`src/pkg/mcp_pkg.sv`:
```
// Package with register map, field positions and reset values of the counter block.
package mcp_pkg;
    // ------------------------------------------------------------
    // Register offsets
    // ------------------------------------------------------------
    localparam logic [3:0] OFF_COUNTER = 4'h0;
    localparam logic [3:0] OFF_MODULUS = 4'h1;
    localparam logic [3:0] OFF_PRESCALE = 4'h2;
    localparam logic [3:0] OFF_CNT_CTRL = 4'h3;
    localparam logic [3:0] OFF_DA_A = 4'h4;
    localparam logic [3:0] OFF_DA_B = 4'h5;
    localparam logic [3:0] OFF_DA_CTRL = 4'h6;
    localparam logic [3:0] OFF_PENDING = 4'h7;
    localparam logic [3:0] OFF_FLAGS = 4'h8;
    localparam logic [3:0] OFF_CONFIG = 4'h9;
    // ------------------------------------------------------------
    // Counter control fields
    // ------------------------------------------------------------
    localparam int CC_CLKSEL_LSB = 0;
    localparam int CC_EXT_CLK = 3;
    localparam int CC_CLK_POL = 4;
    localparam int CC_LOAD_POL = 5;
    localparam int CC_LOAD_EN = 6;
    // ------------------------------------------------------------
    // Compare channel control fields
    // ------------------------------------------------------------
    localparam int DC_MODE_LSB = 0;
    localparam int DC_PWM_BIT = 3;
    localparam int DC_EDGE_POL = 4;
    localparam int DC_FORCE_A = 5;
    localparam int DC_FORCE_B = 6;
    // ------------------------------------------------------------
    // Interrupt register fields
    // ------------------------------------------------------------
    localparam int PEND_MC_BIT = 8;
    localparam int PEND_DA_BIT = 4;
    localparam int FLAG_MC_BIT = 8;
    localparam int FLAG_DA_BIT = 4;
    localparam logic [15:0] FLAG_WMASK = 16'hFF9F;
    // ------------------------------------------------------------
    // Reset values
    // ------------------------------------------------------------
    localparam logic [15:0] RST_COUNTER = 16'h0000;
    localparam logic [15:0] RST_MODULUS = 16'h0000;
    localparam logic [7:0] RST_PRESCALE = 8'h00;
    localparam logic [6:0] RST_CNT_CTRL = 7'h00;
    localparam logic [6:0] RST_DA_CTRL = 7'h00;
endpackage : mcp_pkg

```
`src/core/mcp_counter_pwm.sv`:
```
// Modulus counter with prescaler and a PWM compare channel on its bus.
`timescale 1ns/1ps
module mcp_counter_pwm #(
    parameter int PRE_W = 8,
    parameter int CNT_W = 16
) (
    input wire logic ref_clk_i,
    input wire logic reset_i,
    input wire logic clk_en_i,
    input wire logic [3:0] addr_i,
    input wire logic [15:0] wdata_i,
    input wire logic wr_i,
    input wire logic rd_i,
    output logic [15:0] rdata_o,
    output logic bus_error_o,
    input wire logic ext_clk_i,
    input wire logic ext_load_i,
    output logic [CNT_W-1:0] counter_bus_o,
    output logic pwm_o
);
    // ------------------------------------------------------------
    // Pin synchronisers
    // ------------------------------------------------------------
    logic [1:0] clk_sync_q;
    logic [1:0] load_sync_q;
    logic clk_prev_q;
    logic load_prev_q;
    always_ff @(posedge ref_clk_i) begin
        if (reset_i) begin
            clk_sync_q <= 2'h0;
            load_sync_q <= 2'h0;
            clk_prev_q <= 1'b0;
            load_prev_q <= 1'b0;
        end else if (clk_en_i) begin
            clk_sync_q <= {clk_sync_q[0], ext_clk_i};
            load_sync_q <= {load_sync_q[0], ext_load_i};
            clk_prev_q <= clk_sync_q[1];
            load_prev_q <= load_sync_q[1];
        end
    end

    // ------------------------------------------------------------
    // Register writes
    // ------------------------------------------------------------
    logic [CNT_W-1:0] counter_q;
    logic [CNT_W-1:0] modulus_q;
    logic [PRE_W-1:0] pre_reg_q;
    logic [PRE_W-1:0] pre_cnt_q;
    logic [6:0] cnt_ctrl_q;
    logic [6:0] da_ctrl_q;
    logic [CNT_W-1:0] reg_a_q;
    logic [CNT_W-1:0] trail_edge_buffer_q;
    logic [CNT_W-1:0] trail_edge_active_q;
    logic a_written_q;
    logic b_written_q;
    logic bus_err_en_q;
    logic wr_counter;
    logic wr_modulus;
    assign wr_counter = wr_i && addr_i == mcp_pkg::OFF_COUNTER;
    assign wr_modulus = wr_i && addr_i == mcp_pkg::OFF_MODULUS;

    always_ff @(posedge ref_clk_i) begin
        if (reset_i) begin
            pre_reg_q <= mcp_pkg::RST_PRESCALE;
            cnt_ctrl_q <= mcp_pkg::RST_CNT_CTRL;
            da_ctrl_q <= mcp_pkg::RST_DA_CTRL;
            bus_err_en_q <= 1'b0;
        end else if (clk_en_i && wr_i) begin
            case (addr_i)
                mcp_pkg::OFF_PRESCALE: pre_reg_q <= wdata_i[PRE_W-1:0];
                mcp_pkg::OFF_CNT_CTRL: cnt_ctrl_q <= wdata_i[6:0];
                // Force bits are actions and are not stored.
                mcp_pkg::OFF_DA_CTRL: da_ctrl_q <= {2'h0, wdata_i[4:0]};
                mcp_pkg::OFF_CONFIG: bus_err_en_q <= wdata_i[0];
                default: ;
            endcase
        end
    end

    always_ff @(posedge ref_clk_i) begin
        if (reset_i) begin
            modulus_q <= mcp_pkg::RST_MODULUS;
        end else if (clk_en_i && (wr_counter || wr_modulus)) begin
            modulus_q <= wdata_i[CNT_W-1:0];
        end
    end

    // ------------------------------------------------------------
    // Prescaler and clock select
    // ------------------------------------------------------------
    logic pre_tick;
    logic [PRE_W-1:0] pre_div_q;
    logic pre_tap;
    logic ext_edge;
    logic cnt_tick;
    assign pre_tick = pre_cnt_q == {PRE_W{1'b1}};
    always_ff @(posedge ref_clk_i) begin
        if (reset_i) begin
            pre_cnt_q <= '0;
            pre_div_q <= '0;
        end else if (clk_en_i) begin
            pre_cnt_q <= pre_tick ? pre_reg_q : pre_cnt_q + 1'b1;
            if (pre_tick) begin
                pre_div_q <= pre_div_q + 1'b1;
            end
        end
    end

    always_comb begin
        case (cnt_ctrl_q[mcp_pkg::CC_CLKSEL_LSB +: 3])
            3'h0: pre_tap = pre_tick;
            default: pre_tap = pre_tick &&
                (pre_div_q[cnt_ctrl_q[2:0] - 3'h1] == 1'b1) &&
                (pre_div_q[cnt_ctrl_q[2:0] - 3'h1 -: 1] != 1'b0) &&
                (pre_div_q & ((PRE_W'(1) << (cnt_ctrl_q[2:0] - 3'h1))
                    - PRE_W'(1))) == '0;
        endcase
    end
    assign ext_edge = cnt_ctrl_q[mcp_pkg::CC_CLK_POL] ?
        (!clk_sync_q[1] && clk_prev_q) : (clk_sync_q[1] && !clk_prev_q);
    assign cnt_tick = cnt_ctrl_q[mcp_pkg::CC_EXT_CLK] ? ext_edge : pre_tap;

    // ------------------------------------------------------------
    // Up-counter
    // ------------------------------------------------------------
    logic load_edge;
    logic overflow;
    assign load_edge = cnt_ctrl_q[mcp_pkg::CC_LOAD_EN] &&
        (cnt_ctrl_q[mcp_pkg::CC_LOAD_POL] ?
        (!load_sync_q[1] && load_prev_q) : (load_sync_q[1] && !load_prev_q));
    assign overflow = cnt_tick && counter_q == {CNT_W{1'b1}};
    logic bus_update;
    always_ff @(posedge ref_clk_i) begin
        if (reset_i) begin
            counter_q <= mcp_pkg::RST_COUNTER;
            bus_update <= 1'b0;
        end else if (clk_en_i) begin
            bus_update <= 1'b0;
            if (wr_counter) begin
                counter_q <= wdata_i[CNT_W-1:0];
                bus_update <= 1'b1;
            end else if (overflow || load_edge) begin
                counter_q <= modulus_q;
                bus_update <= 1'b1;
            end else if (cnt_tick) begin
                counter_q <= counter_q + 1'b1;
                bus_update <= 1'b1;
            end
        end
    end
    assign counter_bus_o = counter_q;

    // ------------------------------------------------------------
    // Compare channel
    // ------------------------------------------------------------
    logic pwm_mode;
    logic [CNT_W-1:0] cmp_mask;
    logic match_a;
    logic match_b;
    logic force_a;
    logic force_b;
    assign pwm_mode = da_ctrl_q[mcp_pkg::DC_PWM_BIT];
    assign cmp_mask = pwm_mode ?
        ~((CNT_W'(1) << (CNT_W'(da_ctrl_q[2:0]) + CNT_W'(8))) - CNT_W'(1)) |
        {{(CNT_W-8){1'b0}}, 8'hFF} : {CNT_W{1'b1}};
    assign match_a = bus_update && a_written_q &&
        ((counter_q & cmp_mask) == (reg_a_q & cmp_mask));
    assign match_b = bus_update && b_written_q &&
        ((counter_q & cmp_mask) == (trail_edge_active_q & cmp_mask));
    assign force_a = clk_en_i && wr_i && addr_i == mcp_pkg::OFF_DA_CTRL &&
        wdata_i[mcp_pkg::DC_FORCE_A];
    assign force_b = clk_en_i && wr_i && addr_i == mcp_pkg::OFF_DA_CTRL &&
        wdata_i[mcp_pkg::DC_FORCE_B];

    always_ff @(posedge ref_clk_i) begin
        if (reset_i) begin
            reg_a_q <= '0;
            trail_edge_buffer_q <= '0;
            a_written_q <= 1'b0;
            b_written_q <= 1'b0;
        end else if (clk_en_i && wr_i) begin
            if (addr_i == mcp_pkg::OFF_DA_A) begin
                reg_a_q <= wdata_i[CNT_W-1:0];
                a_written_q <= 1'b1;
            end
            if (addr_i == mcp_pkg::OFF_DA_B) begin
                trail_edge_buffer_q <= wdata_i[CNT_W-1:0];
                b_written_q <= 1'b1;
            end
        end
    end

    always_ff @(posedge ref_clk_i) begin
        if (reset_i) begin
            trail_edge_active_q <= '0;
        end else if (clk_en_i) begin
            if ((match_a || match_b) || (!pwm_mode && b_written_q)) begin
                trail_edge_active_q <= trail_edge_buffer_q;
            end else if (pwm_mode && !b_written_q) begin
                trail_edge_active_q <= trail_edge_buffer_q;
            end
        end
    end

    always_ff @(posedge ref_clk_i) begin
        if (reset_i) begin
            pwm_o <= 1'b0;
        end else if (clk_en_i) begin
            if (force_a) begin
                pwm_o <= !wdata_i[mcp_pkg::DC_EDGE_POL];
            end else if (force_b) begin
                pwm_o <= wdata_i[mcp_pkg::DC_EDGE_POL];
            end else if (!a_written_q && !b_written_q) begin
                pwm_o <= da_ctrl_q[mcp_pkg::DC_EDGE_POL];
            end else if (match_a) begin
                pwm_o <= !da_ctrl_q[mcp_pkg::DC_EDGE_POL];
            end else if (match_b) begin
                pwm_o <= da_ctrl_q[mcp_pkg::DC_EDGE_POL];
            end
        end
    end

    // ------------------------------------------------------------
    // Interrupt status words
    // ------------------------------------------------------------
    logic [15:0] flags_q;
    logic mc_event;
    logic da_event;
    assign mc_event = overflow;
    assign da_event = match_a;
    always_ff @(posedge ref_clk_i) begin
        if (reset_i) begin
            flags_q <= '0;
        end else if (clk_en_i) begin
            if (wr_i && addr_i == mcp_pkg::OFF_FLAGS) begin
                flags_q <= flags_q & wdata_i & mcp_pkg::FLAG_WMASK;
            end
            if (mc_event) begin
                flags_q[mcp_pkg::FLAG_MC_BIT] <= 1'b1;
            end
            if (da_event) begin
                flags_q[mcp_pkg::FLAG_DA_BIT] <= 1'b1;
            end
        end
    end

    logic [15:0] pending;
    always_comb begin
        pending = '0;
        pending[mcp_pkg::PEND_MC_BIT] = flags_q[mcp_pkg::FLAG_MC_BIT];
        pending[mcp_pkg::PEND_DA_BIT] = flags_q[mcp_pkg::FLAG_DA_BIT];
    end

    // ------------------------------------------------------------
    // Read port
    // ------------------------------------------------------------
    always_ff @(posedge ref_clk_i) begin
        if (reset_i) begin
            rdata_o <= '0;
            bus_error_o <= 1'b0;
        end else if (clk_en_i) begin
            rdata_o <= '0;
            bus_error_o <= wr_i && bus_err_en_q &&
                addr_i == mcp_pkg::OFF_PENDING;
            if (rd_i) begin
                case (addr_i)
                    mcp_pkg::OFF_COUNTER: rdata_o <= 16'(counter_q);
                    mcp_pkg::OFF_MODULUS: rdata_o <= 16'(modulus_q);
                    mcp_pkg::OFF_PRESCALE: rdata_o <= 16'(pre_reg_q);
                    mcp_pkg::OFF_CNT_CTRL: rdata_o <= {9'h000, cnt_ctrl_q};
                    mcp_pkg::OFF_DA_A: rdata_o <= 16'(reg_a_q);
                    mcp_pkg::OFF_DA_B: rdata_o <= 16'(trail_edge_buffer_q);
                    mcp_pkg::OFF_DA_CTRL: rdata_o <= {9'h000, da_ctrl_q};
                    mcp_pkg::OFF_PENDING: rdata_o <= pending;
                    mcp_pkg::OFF_FLAGS: rdata_o <= flags_q;
                    mcp_pkg::OFF_CONFIG: rdata_o <= {15'h0000, bus_err_en_q};
                    default: rdata_o <= '0;
                endcase
            end
        end
    end

    // ------------------------------------------------------------
    // Checks
    // ------------------------------------------------------------
    property p_sw_load;
        @(posedge ref_clk_i) disable iff (reset_i)
        (clk_en_i && wr_counter) |=> counter_q == $past(wdata_i);
    endproperty
    a_sw_load: assert property (p_sw_load)
        else $error("Counter write did not load counter.");

    property p_overflow_reload;
        @(posedge ref_clk_i) disable iff (reset_i)
        (clk_en_i && overflow && !wr_counter) |=>
            counter_q == $past(modulus_q);
    endproperty
    a_overflow_reload: assert property (p_overflow_reload)
        else $error("Overflow did not reload modulus.");

    property p_load_edge;
        @(posedge ref_clk_i) disable iff (reset_i)
        (clk_en_i && load_edge && !wr_counter) |=>
            counter_q == $past(modulus_q);
    endproperty
    a_load_edge: assert property (p_load_edge)
        else $error("Load edge did not reload modulus.");

    property p_latch_only;
        @(posedge ref_clk_i) disable iff (reset_i)
        (clk_en_i && wr_modulus && !overflow && !load_edge && !cnt_tick)
            |=> counter_q == $past(counter_q);
    endproperty
    a_latch_only: assert property (p_latch_only)
        else $error("Latch write disturbed counter.");

    property p_flag_overflow;
        @(posedge ref_clk_i) disable iff (reset_i)
        (clk_en_i && overflow) |=> flags_q[mcp_pkg::FLAG_MC_BIT];
    endproperty
    a_flag_overflow: assert property (p_flag_overflow)
        else $error("Overflow flag not set.");

    property p_copy_b;
        @(posedge ref_clk_i) disable iff (reset_i)
        (clk_en_i && (match_a || match_b)) |=>
            trail_edge_active_q == $past(trail_edge_buffer_q);
    endproperty
    a_copy_b: assert property (p_copy_b)
        else $error("Trailing buffer not copied on match.");

    property p_lead;
        @(posedge ref_clk_i) disable iff (reset_i)
        (clk_en_i && match_a && !force_a && !force_b) |=>
            pwm_o == !$past(da_ctrl_q[mcp_pkg::DC_EDGE_POL]);
    endproperty
    a_lead: assert property (p_lead)
        else $error("Output not set on A match.");

    property p_pend_ro;
        @(posedge ref_clk_i) disable iff (reset_i)
        (clk_en_i && wr_i && addr_i == mcp_pkg::OFF_PENDING) |=>
            bus_error_o == $past(bus_err_en_q);
    endproperty
    a_pend_ro: assert property (p_pend_ro)
        else $error("Pending write error response wrong.");
endmodule : mcp_counter_pwm

```
`config.mk`:
```
export PLATFORM = sky130hd
export DESIGN_NAME = mcp_counter_pwm
export DESIGN_NICKNAME = d
export VERILOG_FILES = /design/src/pkg/mcp_pkg.sv /design/src/core/mcp_counter_pwm.sv
export SDC_FILE = /design/constraint.sdc
export NUM_CORES = 1
export LEC_CHECK = 0
export CORE_UTILIZATION = 35
export DETAILED_ROUTE_END_ITERATION = 7
export DONT_BUFFER_PORTS = 1
export PLACE_DENSITY = 0.53
export RECOVER_POWER = 100
export SLEW_MARGIN = 20
export SYNTH_ARGS = -nofsm -noshare
export SYNTH_HDL_FRONTEND = slang
export SYNTH_SLANG_ARGS = --single-unit
```
`constraint.sdc`:
```
create_clock -name ref_clk_i -period 4 [get_ports ref_clk_i]
set_input_delay 1 -clock ref_clk_i [delete_from_list [all_inputs] [get_ports ref_clk_i]]
set_output_delay 1 -clock ref_clk_i [all_outputs]
set_load 0.01 [all_outputs]
```
==> results_dict.tcl <==
set metrics [dict create \
    rows 57 \
    drc 0 \
    ys_seq_elements 158 \
    path_class "reg2reg" \
    first_iter_violations 716 \
    cp_slowest_cell "dfxtp_1" \
    multi_input_area_sq_um 5020 \
    ys_seq_area_share_pct 36.5 \
    cts_hold_buf 0 \
    crit_path_cell_trace "inv_1, ha_1, xnor2_2, nand2_1, ha_1, xnor2_1, mux2_2, a211oi_4, or4_1, clkbuf_2, a21oi_1, or4_1, a311oi_1" \
    htree_levels 4 \
    p_leak_nw 3.46 \
    grt_max_degree 164 \
    wl_um 27100 \
    clk_pin_slew_worst_paths_ns 0.06 \
    hold-path-endpoint "trail_edge_buffer_q[1]" \
    slew-limit-headroom_pct -25.2 \
    busiest_layer "met2" \
    grt_pass1_vias 7193 \
    synthArstFlopShare_pct 0 \
    synth.avg_cell_area_sq_um 8.16 \
    initial_utilization_pct 35.6 \
    status "finished, violations left" \
    synth_edf_count 0 \
    synthXorXnorAreaFrac_pct 6.14 \
    cp_max_fo 10 \
    path_delay_family "simple AND/OR/NAND/NOR gates" \
    crit_buf_inv 2 \
    dp_hpwl_um 19100 \
    worstHoldStart "trail_edge_buffer_q[1]" \
    reg2reg_from "cnt_ctrl_q[0]" \
    fin_util_pct 39.0 \
    met2_usage_pct 33.6 \
    yosysMostFrequentCell "nand2_1" \
    layout-drive-gt1-share_pct 8.30 \
    drv_cap 2 \
    grt-ovfl-total 0 \
    synth_top_area_share_pct 36.5 \
    synth_area_leaders "dfxtp_1 37%, nand2_1 7.2%, mux2i_1 5.7%" \
    critPathCaptureType "flop" \
    cp.arrival_ns 4.02 \
    required_ns 4.34 \
    yosysWarnings 0 \
    slowest_delay_ns 0.48 \
    grt_util_met1_pct 31.1 \
    postCtsSetupBuffers 0 \
    ys_types 77 \
    dp.cells 1328 \
    synthMuxAreaShare_pct 9.69 \
    tns_ns 0 \
    fin_hold_ws_ns 0.472 \
    synth_top_family_by_area "simple AND/OR/NAND/NOR gates" \
    worst_pin_slew_ns 1.86 \
    max_freq_mhz 272 \
    coreArea_sq_um 24300 \
    antenna_cells 0 \
    synth-compound-area-share_pct 16.8 \
    ir_drop_mv 0.257 \
    nFillCells 2473 \
    syn_area_sq_um 8660 \
    die_h_um 159 \
    vias 7559 \
    yosys.area_share.simple_pct 24.2 \
    cts_resized 0 \
    violations "max-capacitance violations, max-slew violations" \
    avgRoutedWirePerCell_um 19.9 \
    clock_path_buffers 2 \
    synth-main-ff-cell "dfxtp_1" \
    drt_first_pass_iters 6 \
    grt_use_met3_pct 4.64 \
    holdPathStages 2 \
    reg2reg_slack_ns 0.32 \
    clk_root_buffer_cell "clkbuf_16" \
    drv_slew 28 \
    yosys.area.top_type "dfxtp_1" \
    setup-violations-final 0 \
    place_congestion 0.796 \
    syn_nets 1099 \
    hold_class "reg2reg" \
    start_kind "flop" \
    antenna_found_initial 0 \
    rr_worst_depth 13 \
    antenna_left 0 \
    period_share_pct 92.0 \
    grt_setup_unrepaired "false" \
    seqCellArea_sq_um 3160 \
    die_w_um 159 \
    nNetsFinal 1060 \
    fin_worst_skew_ns 0.00913 \
    synth_commonest_cells "167 x nand2_1, 158 x dfxtp_1, 127 x nor2_1" \
    grt_usage_pct 21.8 \
    synth_cells 1062 \
    worst_r2r_endpoint "counter_bus_o[14]" \
    area_growth_pct 9.39 \
    finalPower_w 0.00353 \
    cts_buffers 17 \
    io_pins 61 \
    cellPowerDensity_nw_per_um2 372 \
    cts_num_sinks 158 \
    dieArea_sq_um 25400 \
    grt_pass1_wl_um 42600 \
    finalHoldViolCount 0 \
    layout.cells.non_filler 1360 \
    insertion_delay_ns 0.43 \
    vias_per_cell 5.56 \
    port_buffers 0 \
    synthAdderAreaFrac_pct 1.44 \
    cts_tree "built" \
    period_minus_slack_ns 3.68 \
]
## report_power, final
part	leakage, nW	total (W)	internal, W	switching [W]
combinational	1.87	0.000112	0.0000495	0.0000621
clock	0.308	0.00181	0.00111	0.000700
sequential	1.27	0.00160	0.00159	0.0000170
total	3.46	0.00353	0.00275	0.000779
## worst min-delay path: cells and delay by family (launching register included)
family	cells	cell delay, ns
flip-flops	1	0.32
AO/OA/AOI/OAI	1	0.05
AND/OR/NAND/NOR	1	0.06
## metrics by stage
stage,setup WS [ns],instance area (sq um)
global placement,0.459,8920
finish,0.320,9480
CTS,0.332,9560
global route,0.0376,9480
detailed placement,0.359,8920
floorplan,0.735,8660
## cell usage in the layout, fill, tap and decap left out, types with 10 or more instances in the layout
master     synthesis  routed
xnor2_1           22      22
a22oi_1           29      29
or3_1             10      10
o22ai_1           11      11
mux2i_1           49      49
a21oi_1           88      88
buf_4              1      14
xor2_1            35      35
o21ai_0           18      18
clkbuf_1          59      14
nor4_1            10      10
mux4_2            12      12
nand2_1          167     167
dfxtp_1          158     158
a311oi_1          11      11
clkbuf_16          0      17
ha_1              10      10
inv_1             20      20
nor3b_1           18      18
nor2b_1           13      13
nor2_1           127     128
nor3_1            13      13
nand3_1           29      30
## area by class of cell
| type | count | share of cell area (%) |
|---|---|---|
| clock inverter | 13 | 2.26 |
| multi-input combinational | 798 | 53.0 |
| tap | 324 | 4.28 |
| inverter | 20 | 0.792 |
| timing repair buffer | 28 | 1.69 |
| clock buffer | 19 | 4.57 |
| sequential | 158 | 33.4 |
## metal layers
layer  routed length [um]  share of wire, %
met1                13100                48
met2                11900                44
met3                 1840               6.8
met4                  273               1.0
met5                    0                 0
## worst max-delay path by stage
stage | startpoint | to | slack (ns) | depth (start not counted)
2_1_floorplan | cnt_ctrl_q[0] | counter_bus_o[0] | 0.74 | 14
3_3_place_gp | cnt_ctrl_q[0] | counter_bus_o[12] | 0.46 | 13
3_5_place_dp | cnt_ctrl_q[0] | counter_bus_o[12] | 0.36 | 13
4_1_cts | cnt_ctrl_q[0] | counter_bus_o[14] | 0.33 | 13
5_1_grt | cnt_ctrl_q[0] | counter_bus_o[14] | 0.04 | 13
6_report | cnt_ctrl_q[0] | counter_bus_o[14] | 0.32 | 13
## flip-flops by register name, indices dropped and copies added (netlist names)
| name | cells |
|---|---|
| bus_err_en_q | 1 |
| load_sync_q | 2 |
| flags_q | 14 |
| pre_cnt_q | 8 |
| reg_a_q | 16 |
| bus_error_o | 1 |
| trail_edge_active_q | 16 |
| clk_sync_q | 2 |
| b_written_q | 1 |
| clk_prev_q | 1 |
| counter_bus_o | 16 |
| modulus_q | 16 |
| a_written_q | 1 |
| cnt_ctrl_q | 7 |
| load_prev_q | 1 |
| da_ctrl_q | 5 |
| rdata_o | 16 |
| pre_div_q | 8 |
| pre_reg_q | 8 |
| bus_update | 1 |
| pwm_o | 1 |
| trail_edge_buffer_q | 16 |
## cells by family after synthesis
group	Yosys count
simple gates	442
compound gates	219
flops	158
buf+inv	106
mux	68
xor+xnor	59
fa+ha+maj	10
(Power assumes the default switching activity.)
